[src/asc_map.vh]
// What this block does
// - bit-order select in bits 6 and 1
// - soft reset request in bits 5 and 2
// - address 01 returns fixed read-only identifier
// - address 02 bit 3 reports speed grade
// - address FF bit 0 copies staged registers
// - mode decode; external pin overrides register
// - address 09 bit 0 enables stabilizer
// - reset loads every register with defaults
`ifndef ASC_MAP_VH
`define ASC_MAP_VH

// register addresses, 13-bit instruction field
`define ASC_ADDR_W 13
`define ASC_ADDR_PORT_CFG 13'h0000
`define ASC_ADDR_DEVICE_IDENTIFIER 13'h0001
`define ASC_ADDR_GRADE 13'h0002
`define ASC_ADDR_MODES 13'h0008
`define ASC_ADDR_CLOCK 13'h0009
`define ASC_ADDR_UPDATE 13'h00FF

// port configuration fields
`define ASC_PC_LSB_HI 6
`define ASC_PC_LSB_LO 1
`define ASC_PC_SRST_HI 5
`define ASC_PC_SRST_LO 2
`define ASC_PC_FIXED_ONES 8'h18

// reset values
`define ASC_PC_DEFAULT 8'h18
`define ASC_MODES_DEFAULT 8'h00
`define ASC_CLOCK_DEFAULT 8'h01
`define ASC_UPDATE_DEFAULT 8'h00

// writable bit masks
`define ASC_MODES_MASK 8'h27
`define ASC_CLOCK_MASK 8'h01

// field positions and encodings
`define ASC_GRADE_BIT 3
`define ASC_PIN_SEL_BIT 5
`define ASC_MODE_LSB 0
`define ASC_MODE_MSB 2
`define ASC_MODE_FULL_OFF 3'h1
`define ASC_MODE_STBY 3'h2
`define ASC_STAB_BIT 0
`define ASC_XFER_BIT 0

// instruction word layout
`define ASC_INSTR_RW 15
`define ASC_INSTR_W_HI 14
`define ASC_INSTR_W_LO 13
`define ASC_LEN_STREAM 2'h3

// frame timing counts
`define ASC_INSTR_LAST 4'hF
`define ASC_BYTE_LAST 4'h7
`define ASC_SYNC_STAGES 2

`endif

[src/asc_spi_regs.v]
`timescale 1ns/100ps
`default_nettype none
`include "asc_map.vh"

module asc_spi_regs #(
  parameter [7:0] DEVICE_IDENTIFIER = 8'hA5, // arbitrary identifier value
  parameter [0:0] GRADE_105 = 1'b0
) (
  input wire i_clk_sys,
  input wire i_sys_rst,
  input wire i_sclk,
  input wire i_chip_select_n,
  input wire i_sdio,
  output reg o_sdio,
  output reg o_sdio_oe_n,
  input wire i_power_down_pin,
  output reg o_lsb_first,
  output reg o_soft_reset,
  output reg o_full_power_down,
  output reg o_standby,
  output reg o_duty_cycle_stabilizer,
  output reg o_transfer_done
);

  // frame states, one-hot
  localparam [2:0] ST_INSTR = 3'b001;
  localparam [2:0] ST_DATA = 3'b010;
  localparam [2:0] ST_DONE = 3'b100;

  // synchronised pins
  wire [3:0] pins_s;
  wire sclk_s;
  wire csn_s;
  wire sdio_s;
  wire pin_pd_s;

  // frame state
  reg [2:0] state_q;
  reg [3:0] bit_cnt_q;
  reg [15:0] sh_q;
  reg rw_q;
  reg [1:0] len_q;
  reg [1:0] byte_cnt_q;
  reg [`ASC_ADDR_W-1:0] addr_q;
  reg [7:0] tx_q;
  reg sclk_prev_q;

  // register bank
  reg srst_q;
  reg [7:0] modes_m_q;
  reg [7:0] clock_m_q;
  reg [7:0] modes_s_q;
  reg [7:0] clock_s_q;
  reg xfer_q;

  // combinational helpers
  wire sclk_rise;
  wire sclk_fall;
  wire [15:0] sh_next;
  wire [15:0] instr_word;
  wire [7:0] rx_byte;
  wire [`ASC_ADDR_W-1:0] addr_nxt;
  wire [`ASC_ADDR_W-1:0] instr_addr;
  wire wr_en;
  wire regs_rst;

  // reverse bit order of a byte
  function [7:0] asc_rev8;
    input [7:0] v;
    integer k;
    begin
      for (k = 0; k < 8; k = k + 1) begin
        asc_rev8[k] = v[7-k];
      end
    end
  endfunction

  // reverse bit order of the instruction word
  function [15:0] asc_rev16;
    input [15:0] v;
    integer k;
    begin
      for (k = 0; k < 16; k = k + 1) begin
        asc_rev16[k] = v[15-k];
      end
    end
  endfunction

  // read mux; unmapped addresses and open bits give zero
  function [7:0] asc_rd;
    input [`ASC_ADDR_W-1:0] a;
    input lsb;
    input srst;
    input [7:0] modes;
    input [7:0] clk;
    input xfer;
    begin
      asc_rd = 8'h00;
      case (a)
        `ASC_ADDR_PORT_CFG: begin
          asc_rd = `ASC_PC_FIXED_ONES;
          asc_rd[`ASC_PC_LSB_HI] = lsb;
          asc_rd[`ASC_PC_LSB_LO] = lsb;
          asc_rd[`ASC_PC_SRST_HI] = srst;
          asc_rd[`ASC_PC_SRST_LO] = srst;
        end
        `ASC_ADDR_DEVICE_IDENTIFIER: asc_rd = DEVICE_IDENTIFIER;
        `ASC_ADDR_GRADE: asc_rd[`ASC_GRADE_BIT] = GRADE_105;
        `ASC_ADDR_MODES: asc_rd = modes & `ASC_MODES_MASK;
        `ASC_ADDR_CLOCK: asc_rd = clk & `ASC_CLOCK_MASK;
        `ASC_ADDR_UPDATE: asc_rd[`ASC_XFER_BIT] = xfer;
        default: asc_rd = 8'h00;
      endcase
    end
  endfunction

  // pins cross into the system clock
  asc_sync #(
    .WIDTH(4)
  ) u_sync (
    .i_clk_sys(i_clk_sys),
    .i_sys_rst(i_sys_rst),
    .i_async({i_power_down_pin, i_sdio, i_chip_select_n, i_sclk}),
    .o_sync(pins_s)
  );

  assign sclk_s = pins_s[0];
  assign csn_s = pins_s[1];
  assign sdio_s = pins_s[2];
  assign pin_pd_s = pins_s[3];

  // serial clock edge detection
  assign sclk_rise = ~csn_s & sclk_s & ~sclk_prev_q;
  assign sclk_fall = ~csn_s & ~sclk_s & sclk_prev_q;

  // incoming bit order follows the bit-order select
  assign sh_next = {sh_q[14:0], sdio_s};
  assign instr_word = o_lsb_first ? asc_rev16(sh_next) : sh_next;
  assign rx_byte = o_lsb_first ? asc_rev8(sh_next[7:0]) : sh_next[7:0];
  assign instr_addr = instr_word[`ASC_ADDR_W-1:0];
  assign addr_nxt = addr_q + {{(`ASC_ADDR_W-1){1'b0}}, 1'b1};

  // a byte is written on its last rising edge
  assign wr_en = (state_q == ST_DATA) & sclk_rise & ~rw_q & (bit_cnt_q == `ASC_BYTE_LAST);
  assign regs_rst = i_sys_rst | srst_q;

  // serial clock history
  always @(posedge i_clk_sys) begin
    if (i_sys_rst) begin
      sclk_prev_q <= 1'b0;
    end else begin
      sclk_prev_q <= sclk_s;
    end
  end

  // frame sequencer: instruction, data bytes, idle till deselect
  always @(posedge i_clk_sys) begin
    if (i_sys_rst | csn_s) begin
      state_q <= ST_INSTR;
      bit_cnt_q <= 4'h0;
      sh_q <= 16'h0000;
      rw_q <= 1'b0;
      len_q <= 2'h0;
      byte_cnt_q <= 2'h0;
      addr_q <= {`ASC_ADDR_W{1'b0}};
      tx_q <= 8'h00;
    end else begin
      case (state_q)
        ST_INSTR: begin
          if (sclk_rise) begin
            sh_q <= sh_next;
            bit_cnt_q <= bit_cnt_q + 4'h1;
            if (bit_cnt_q == `ASC_INSTR_LAST) begin
              state_q <= ST_DATA;
              bit_cnt_q <= 4'h0;
              rw_q <= instr_word[`ASC_INSTR_RW];
              len_q <= instr_word[`ASC_INSTR_W_HI:`ASC_INSTR_W_LO];
              addr_q <= instr_addr;
              tx_q <= o_lsb_first ?
                asc_rev8(asc_rd(instr_addr, o_lsb_first, o_soft_reset, modes_m_q,
                  clock_m_q, xfer_q)) :
                asc_rd(instr_addr, o_lsb_first, o_soft_reset, modes_m_q, clock_m_q, xfer_q);
            end
          end
        end
        ST_DATA: begin
          if (sclk_fall & rw_q) begin
            tx_q <= {tx_q[6:0], 1'b0};
          end
          if (sclk_rise) begin
            sh_q <= sh_next;
            bit_cnt_q <= bit_cnt_q + 4'h1;
            if (bit_cnt_q == `ASC_BYTE_LAST) begin
              bit_cnt_q <= 4'h0;
              addr_q <= addr_nxt;
              byte_cnt_q <= byte_cnt_q + 2'h1;
              tx_q <= o_lsb_first ?
                asc_rev8(asc_rd(addr_nxt, o_lsb_first, o_soft_reset, modes_m_q,
                  clock_m_q, xfer_q)) :
                asc_rd(addr_nxt, o_lsb_first, o_soft_reset, modes_m_q, clock_m_q, xfer_q);
              // fixed lengths stop after one to three bytes
              if ((len_q != `ASC_LEN_STREAM) && (byte_cnt_q == len_q)) begin
                state_q <= ST_DONE;
              end
            end
          end
        end
        ST_DONE: begin
          state_q <= ST_DONE;
        end
        default: begin
          state_q <= ST_INSTR;
        end
      endcase
    end
  end

  // readback drive changes on falling serial clock
  always @(posedge i_clk_sys) begin
    if (i_sys_rst) begin
      o_sdio <= 1'b0;
      o_sdio_oe_n <= 1'b1;
    end else if (csn_s | (state_q != ST_DATA) | ~rw_q) begin
      o_sdio_oe_n <= 1'b1;
    end else if (sclk_fall) begin
      o_sdio <= tx_q[7];
      o_sdio_oe_n <= 1'b0;
    end
  end

  // port configuration: takes effect at once
  always @(posedge i_clk_sys) begin
    if (regs_rst) begin
      o_lsb_first <= 1'b0;
      o_soft_reset <= 1'b0;
    end else if (wr_en && (addr_q == `ASC_ADDR_PORT_CFG)) begin
      o_lsb_first <= rx_byte[`ASC_PC_LSB_HI] | rx_byte[`ASC_PC_LSB_LO];
      o_soft_reset <= rx_byte[`ASC_PC_SRST_HI] | rx_byte[`ASC_PC_SRST_LO];
    end
  end

  // soft reset request resets the bank one cycle later
  always @(posedge i_clk_sys) begin
    if (i_sys_rst) begin
      srst_q <= 1'b0;
    end else begin
      srst_q <= o_soft_reset & ~srst_q;
    end
  end

  // staged copies written over the serial port
  always @(posedge i_clk_sys) begin
    if (regs_rst) begin
      modes_m_q <= `ASC_MODES_DEFAULT;
      clock_m_q <= `ASC_CLOCK_DEFAULT;
    end else if (wr_en) begin
      if (addr_q == `ASC_ADDR_MODES) begin
        modes_m_q <= rx_byte & `ASC_MODES_MASK;
      end
      if (addr_q == `ASC_ADDR_CLOCK) begin
        clock_m_q <= rx_byte & `ASC_CLOCK_MASK;
      end
    end
  end

  // transfer strobe self-clears after one cycle
  always @(posedge i_clk_sys) begin
    if (regs_rst) begin
      xfer_q <= 1'b0;
    end else begin
      xfer_q <= wr_en & (addr_q == `ASC_ADDR_UPDATE) & rx_byte[`ASC_XFER_BIT];
    end
  end

  // active copies loaded by the strobe
  always @(posedge i_clk_sys) begin
    if (regs_rst) begin
      modes_s_q <= `ASC_MODES_DEFAULT;
      clock_s_q <= `ASC_CLOCK_DEFAULT;
      o_transfer_done <= 1'b0;
    end else begin
      o_transfer_done <= xfer_q;
      if (xfer_q) begin
        modes_s_q <= modes_m_q;
        clock_s_q <= clock_m_q;
      end
    end
  end

  // power mode decode, external pin has priority
  always @(posedge i_clk_sys) begin
    if (regs_rst) begin
      o_full_power_down <= 1'b0;
      o_standby <= 1'b0;
      o_duty_cycle_stabilizer <= 1'b1;
    end else begin
      o_duty_cycle_stabilizer <= clock_s_q[`ASC_STAB_BIT];
      if (pin_pd_s) begin
        o_full_power_down <= ~modes_s_q[`ASC_PIN_SEL_BIT];
        o_standby <= modes_s_q[`ASC_PIN_SEL_BIT];
      end else begin
        o_full_power_down <= (modes_s_q[`ASC_MODE_MSB:`ASC_MODE_LSB] == `ASC_MODE_FULL_OFF);
        o_standby <= (modes_s_q[`ASC_MODE_MSB:`ASC_MODE_LSB] == `ASC_MODE_STBY);
      end
    end
  end

endmodule // asc_spi_regs

`default_nettype wire

[src/asc_sync.v]
`timescale 1ns/100ps
`default_nettype none
`include "asc_map.vh"

// two-stage synchroniser, one chain per bit
module asc_sync #(
  parameter WIDTH = 1
) (
  input wire i_clk_sys,
  input wire i_sys_rst,
  input wire [WIDTH-1:0] i_async,
  output wire [WIDTH-1:0] o_sync
);

  genvar gi;
  generate
    for (gi = 0; gi < WIDTH; gi = gi + 1) begin : g_bit
      reg meta_q;
      reg sync_q;
      // first stage read only by second stage
      always @(posedge i_clk_sys) begin
        if (i_sys_rst) begin
          meta_q <= 1'b0;
          sync_q <= 1'b0;
        end else begin
          meta_q <= i_async[gi];
          sync_q <= meta_q;
        end
      end
      assign o_sync[gi] = sync_q;
    end
  endgenerate

endmodule // asc_sync

`default_nettype wire

[config.mk]
export PLATFORM = sky130hd
export DESIGN_NAME = asc_spi_regs
export DESIGN_NICKNAME = d
export VERILOG_FILES = /design/src/asc_spi_regs.v /design/src/asc_sync.v
export VERILOG_INCLUDE_DIRS = /design/src /design/src/src
export SDC_FILE = /design/constraint.sdc
export NUM_CORES = 1
export LEC_CHECK = 0
export BUFFER_PORTS_ARGS = -buffer_cell sky130_fd_sc_hd__buf_4
export CAP_MARGIN = 10
export CORE_MARGIN = 3
export CORE_UTILIZATION = 28
export DETAILED_ROUTE_END_ITERATION = 12
export PLACE_DENSITY = 0.53
export SYNTH_ARGS = -nofsm -noshare
export SYNTH_HDL_FRONTEND = slang
export SYNTH_SLANG_ARGS = --single-unit
[constraint.sdc]
create_clock -name i_clk_sys -period 2.7 [get_ports i_clk_sys]
set_input_delay 0.135 -clock i_clk_sys [delete_from_list [all_inputs] [get_ports i_clk_sys]]
set_output_delay 0.135 -clock i_clk_sys [all_outputs]
set_load 0.1 [all_outputs]
==> qor.csv <==
stage;metric;value;unit
outcome;status;completed;
sta;grt_setup_unrepaired;no;
power;total_power;2490;uW
die;rows;44;
synthesis;postSynth.asyncResetShare;0;%
power;p_switching;501;uW
die;initial_utilization;28.8;%
clock_tree;clk_pin_slew;60;ps
setup_path;cp.arrival;2690;ps
die;io_pins;14;
global_route;grt_pass1_vias;3570;
sta;finalHoldViolCount;0;
synthesis;netlist_area;4240;um^2
synthesis;synth_area_leader_cell;dfxtp_1;
clock_tree;clk_latency;330;ps
die;core-area;14700;um^2
power;combPwrFrac;2.4;%
worst_hold_path;hold_class;input pin to register;
power;p_per_area;508;nW/um^2
setup_path;critPathLaunchType;register;
synthesis;synth_area_leaders;dfxtp_1 36%, mux2i_1 12%, nor2_1 6.3%;
clock_tree;cts-htree-levels;3;
route;wl_per_cell;15.5;um
sta;setup_violations;0;
clock_tree;clock-sinks;77;
global_route;grt_overflow;0;
route;firstDrtPassIters;4;
place;routabilityCongestion;0.843;
global_route;grt_max_degree;40;
synthesis;synth-edff-count;0;
place;io_buffers;13;
flow_run;maxCapViolCount;0;
route;drt.antenna.violating_nets;0;
place;hpwl;8.03;mm
power;p_leak;0.00173;uW
sta;finalHoldWorstSlack;8.48;ps
clock_tree;clockBufferDepth;2;
setup_path;crit_type;register to register;
synthesis;yosysWarnings;0;
final_layout;fin_nets;530;
clock_tree;cts_buffers;9;
power;p_seq_share;46.1;%
sta;finClkSkew;4.64;ps
synthesis;ys_ff_latch;77;
route;vias;3639;
route;drtIter0Drc;336;
synthesis;synth_nets;519;
global_route;grt.total_usage;13.8;%
power;peakVddDrop;0.000302;V
synthesis;syn_area_per_cell;8.36;um^2
final_layout;drive_gt1_share;13.8;%
setup_path;required;2930;ps
route;viasPerCell;5.15;
clock_tree;clockRootBuffer;clkbuf_16;
synthesis;synth.distinct_cells;66;
power;clkPwrFrac;51.5;%
synthesis;syn-instance-count;507;
sta;worst_pin_slew;794;ps
power;p_int;1990;uW
synthesis;synthMostInstantiatedCell;dfxtp_1;
sta;fmax;407;MHz
sta;max_slew_margin;46.9;%
die;fp.dieW;129;um
global_route;antenna_found_initial;0;
final_layout;syn2layout_area_growth;15.8;%
setup_path;critPathCaptureType;register;
route;drc_errors;0;
die;die_h;129;um
global_route;grt_pass1_wl;18.3;mm
sta;slew_violations;0;
clock_tree;cts_tree;built;
setup_path;cp_max_fo;8;
synthesis;synth_commonest_cells;77 x dfxtp_1, 71 x nor2_1, 50 x mux2i_1;
final_layout;antenna_cells;0;
synthesis;synthFlopType;dfxtp_1;
sta;setup_tns;0;ps
clock_tree;hold_buffers;0;
route;wl;10.9;mm
synthesis;yosysSeqAreaShare;36.4;%
synthesis;synth_top_area_share;36.4;%
sta;fin_crit_sh;90.9;%
power;p_sw_share;20.1;%
clock_tree;post_cts_buffers;0;
sta;fin_crit;2460;ps
die;dieArea;16700;um^2
## power by group through the flow
stage | combinational (uW) | sequential, uW | clock, uW
floorplan | 41.2 | 1170 | 0
global placement | 61.1 | 1170 | 0
detailed placement | 62.5 | 1170 | 0
CTS | 62.4 | 1150 | 1320
global route | 68.5 | 1150 | 1370
finish | 60.8 | 1150 | 1280
## stage by stage
| step | util [%] | setup slack (ps) | std cells | area [um^2] |
|---|---|---|---|---|
| floorplan | - | 248 | 507 | 4240 |
| global placement | 31.3 | 292 | 691 | 4590 |
| detailed placement | 31.3 | 173 | 691 | 4590 |
| CTS | 33.4 | 154 | 706 | 4910 |
| global route | 33.4 | 33.3 | 706 | 4910 |
| finish | 33.4 | 245 | 706 | 4910 |
## path summary, 6_finish.rpt
check	start	to	slack (ps)	cells past startpoint
max reg2reg	addr_q[1]	tx_q[7]	240	8
min	i_chip_select_n	u_sync.g_bit[1].meta_q	8	2
max	addr_q[1]	tx_q[7]	240	8
min reg2reg	u_sync.g_bit[1].meta_q	u_sync.g_bit[1].sync_q	440	1
## cell type report
class                           count  area, um^2
Sequential cell                    77        1540
Clock inverter                      4        72.6
Timing Repair Buffer               33         248
Multi-Input combinational cell    387        2540
Clock buffer                       11         243
Fill cell                        1536        9790
Inverter                           10        37.5
Tap cell                          184         230
## layer usage
layer	share of wire, %	GRT usage (%)
met5	0	0
met2	46	21.7
met1	49	19.2
met4	1.5	3.95
met3	3.7	2.76
## worst max-delay path, stage by stage, from the launching register on
cell and delay [ps]:
dfxtp_1 500, ha_2 350, nand3_4 90, nor2_1 230, xnor2_1 100, or4_1 500, o22ai_1 210, a22oi_1 150
o41ai_2 230
## repair_timing
| action | in CTS | in global routing |
|---|---|---|
| resized for setup | 0 | 2 |
| endpoints found under the setup margin | 0 | 2 |
| endpoints found under the hold margin | 0 | 0 |
## registers in the layout, summed over array words and instances (netlist names), 2 cells and up
register and flops:
sh_q 15, addr_q 13, tx_q 8, bit_cnt_q 4, modes_m_q 4, modes_s_q 4
u_sync.g_bit.meta_q 4, u_sync.g_bit.sync_q 4, state_q 3, byte_cnt_q 2, len_q 2
## cells in the final DEF (no fill, tap or decap), types with 3 or more instances in the layout
cell       instances
xor2_1             7
o211ai_1           8
mux2i_1           50
xnor2_1            6
ha_1               5
buf_4             33
nor4_1             5
o21ai_0           38
nor3_1            21
and3_1             5
nand3_1           15
o22ai_1            4
a211oi_1           5
clkbuf_16          9
a32oi_1            3
nor2b_1           10
a22oi_1           10
nor4b_1            3
nor2_1            70
dfxtp_1           76
or2_2              4
nand3b_1           3
mux2_2             4
a21oi_1           19
or3_1              3
nand4_1            5
inv_1              9
nand2_1           33
and2_1             3
nand2b_1           5
o21a_1             3
## cell families (layout without fill, tap and decap cells)
logic type / Yosys count / count (layout) / synth area share (%)
AO/OA/AOI/OAI: 110 / 110 / 16.8
XOR/XNOR: 13 / 13 / 2.69
adder cells (fa/ha/maj): 6 / 6 / 1.77
buffers and inverters: 43 / 58 / 4.04
flip-flops: 77 / 77 / 36.4
multiplexers: 54 / 54 / 12.9
AND/OR/NAND/NOR: 204 / 204 / 25.5
Power figures use the tool's default switching activity.
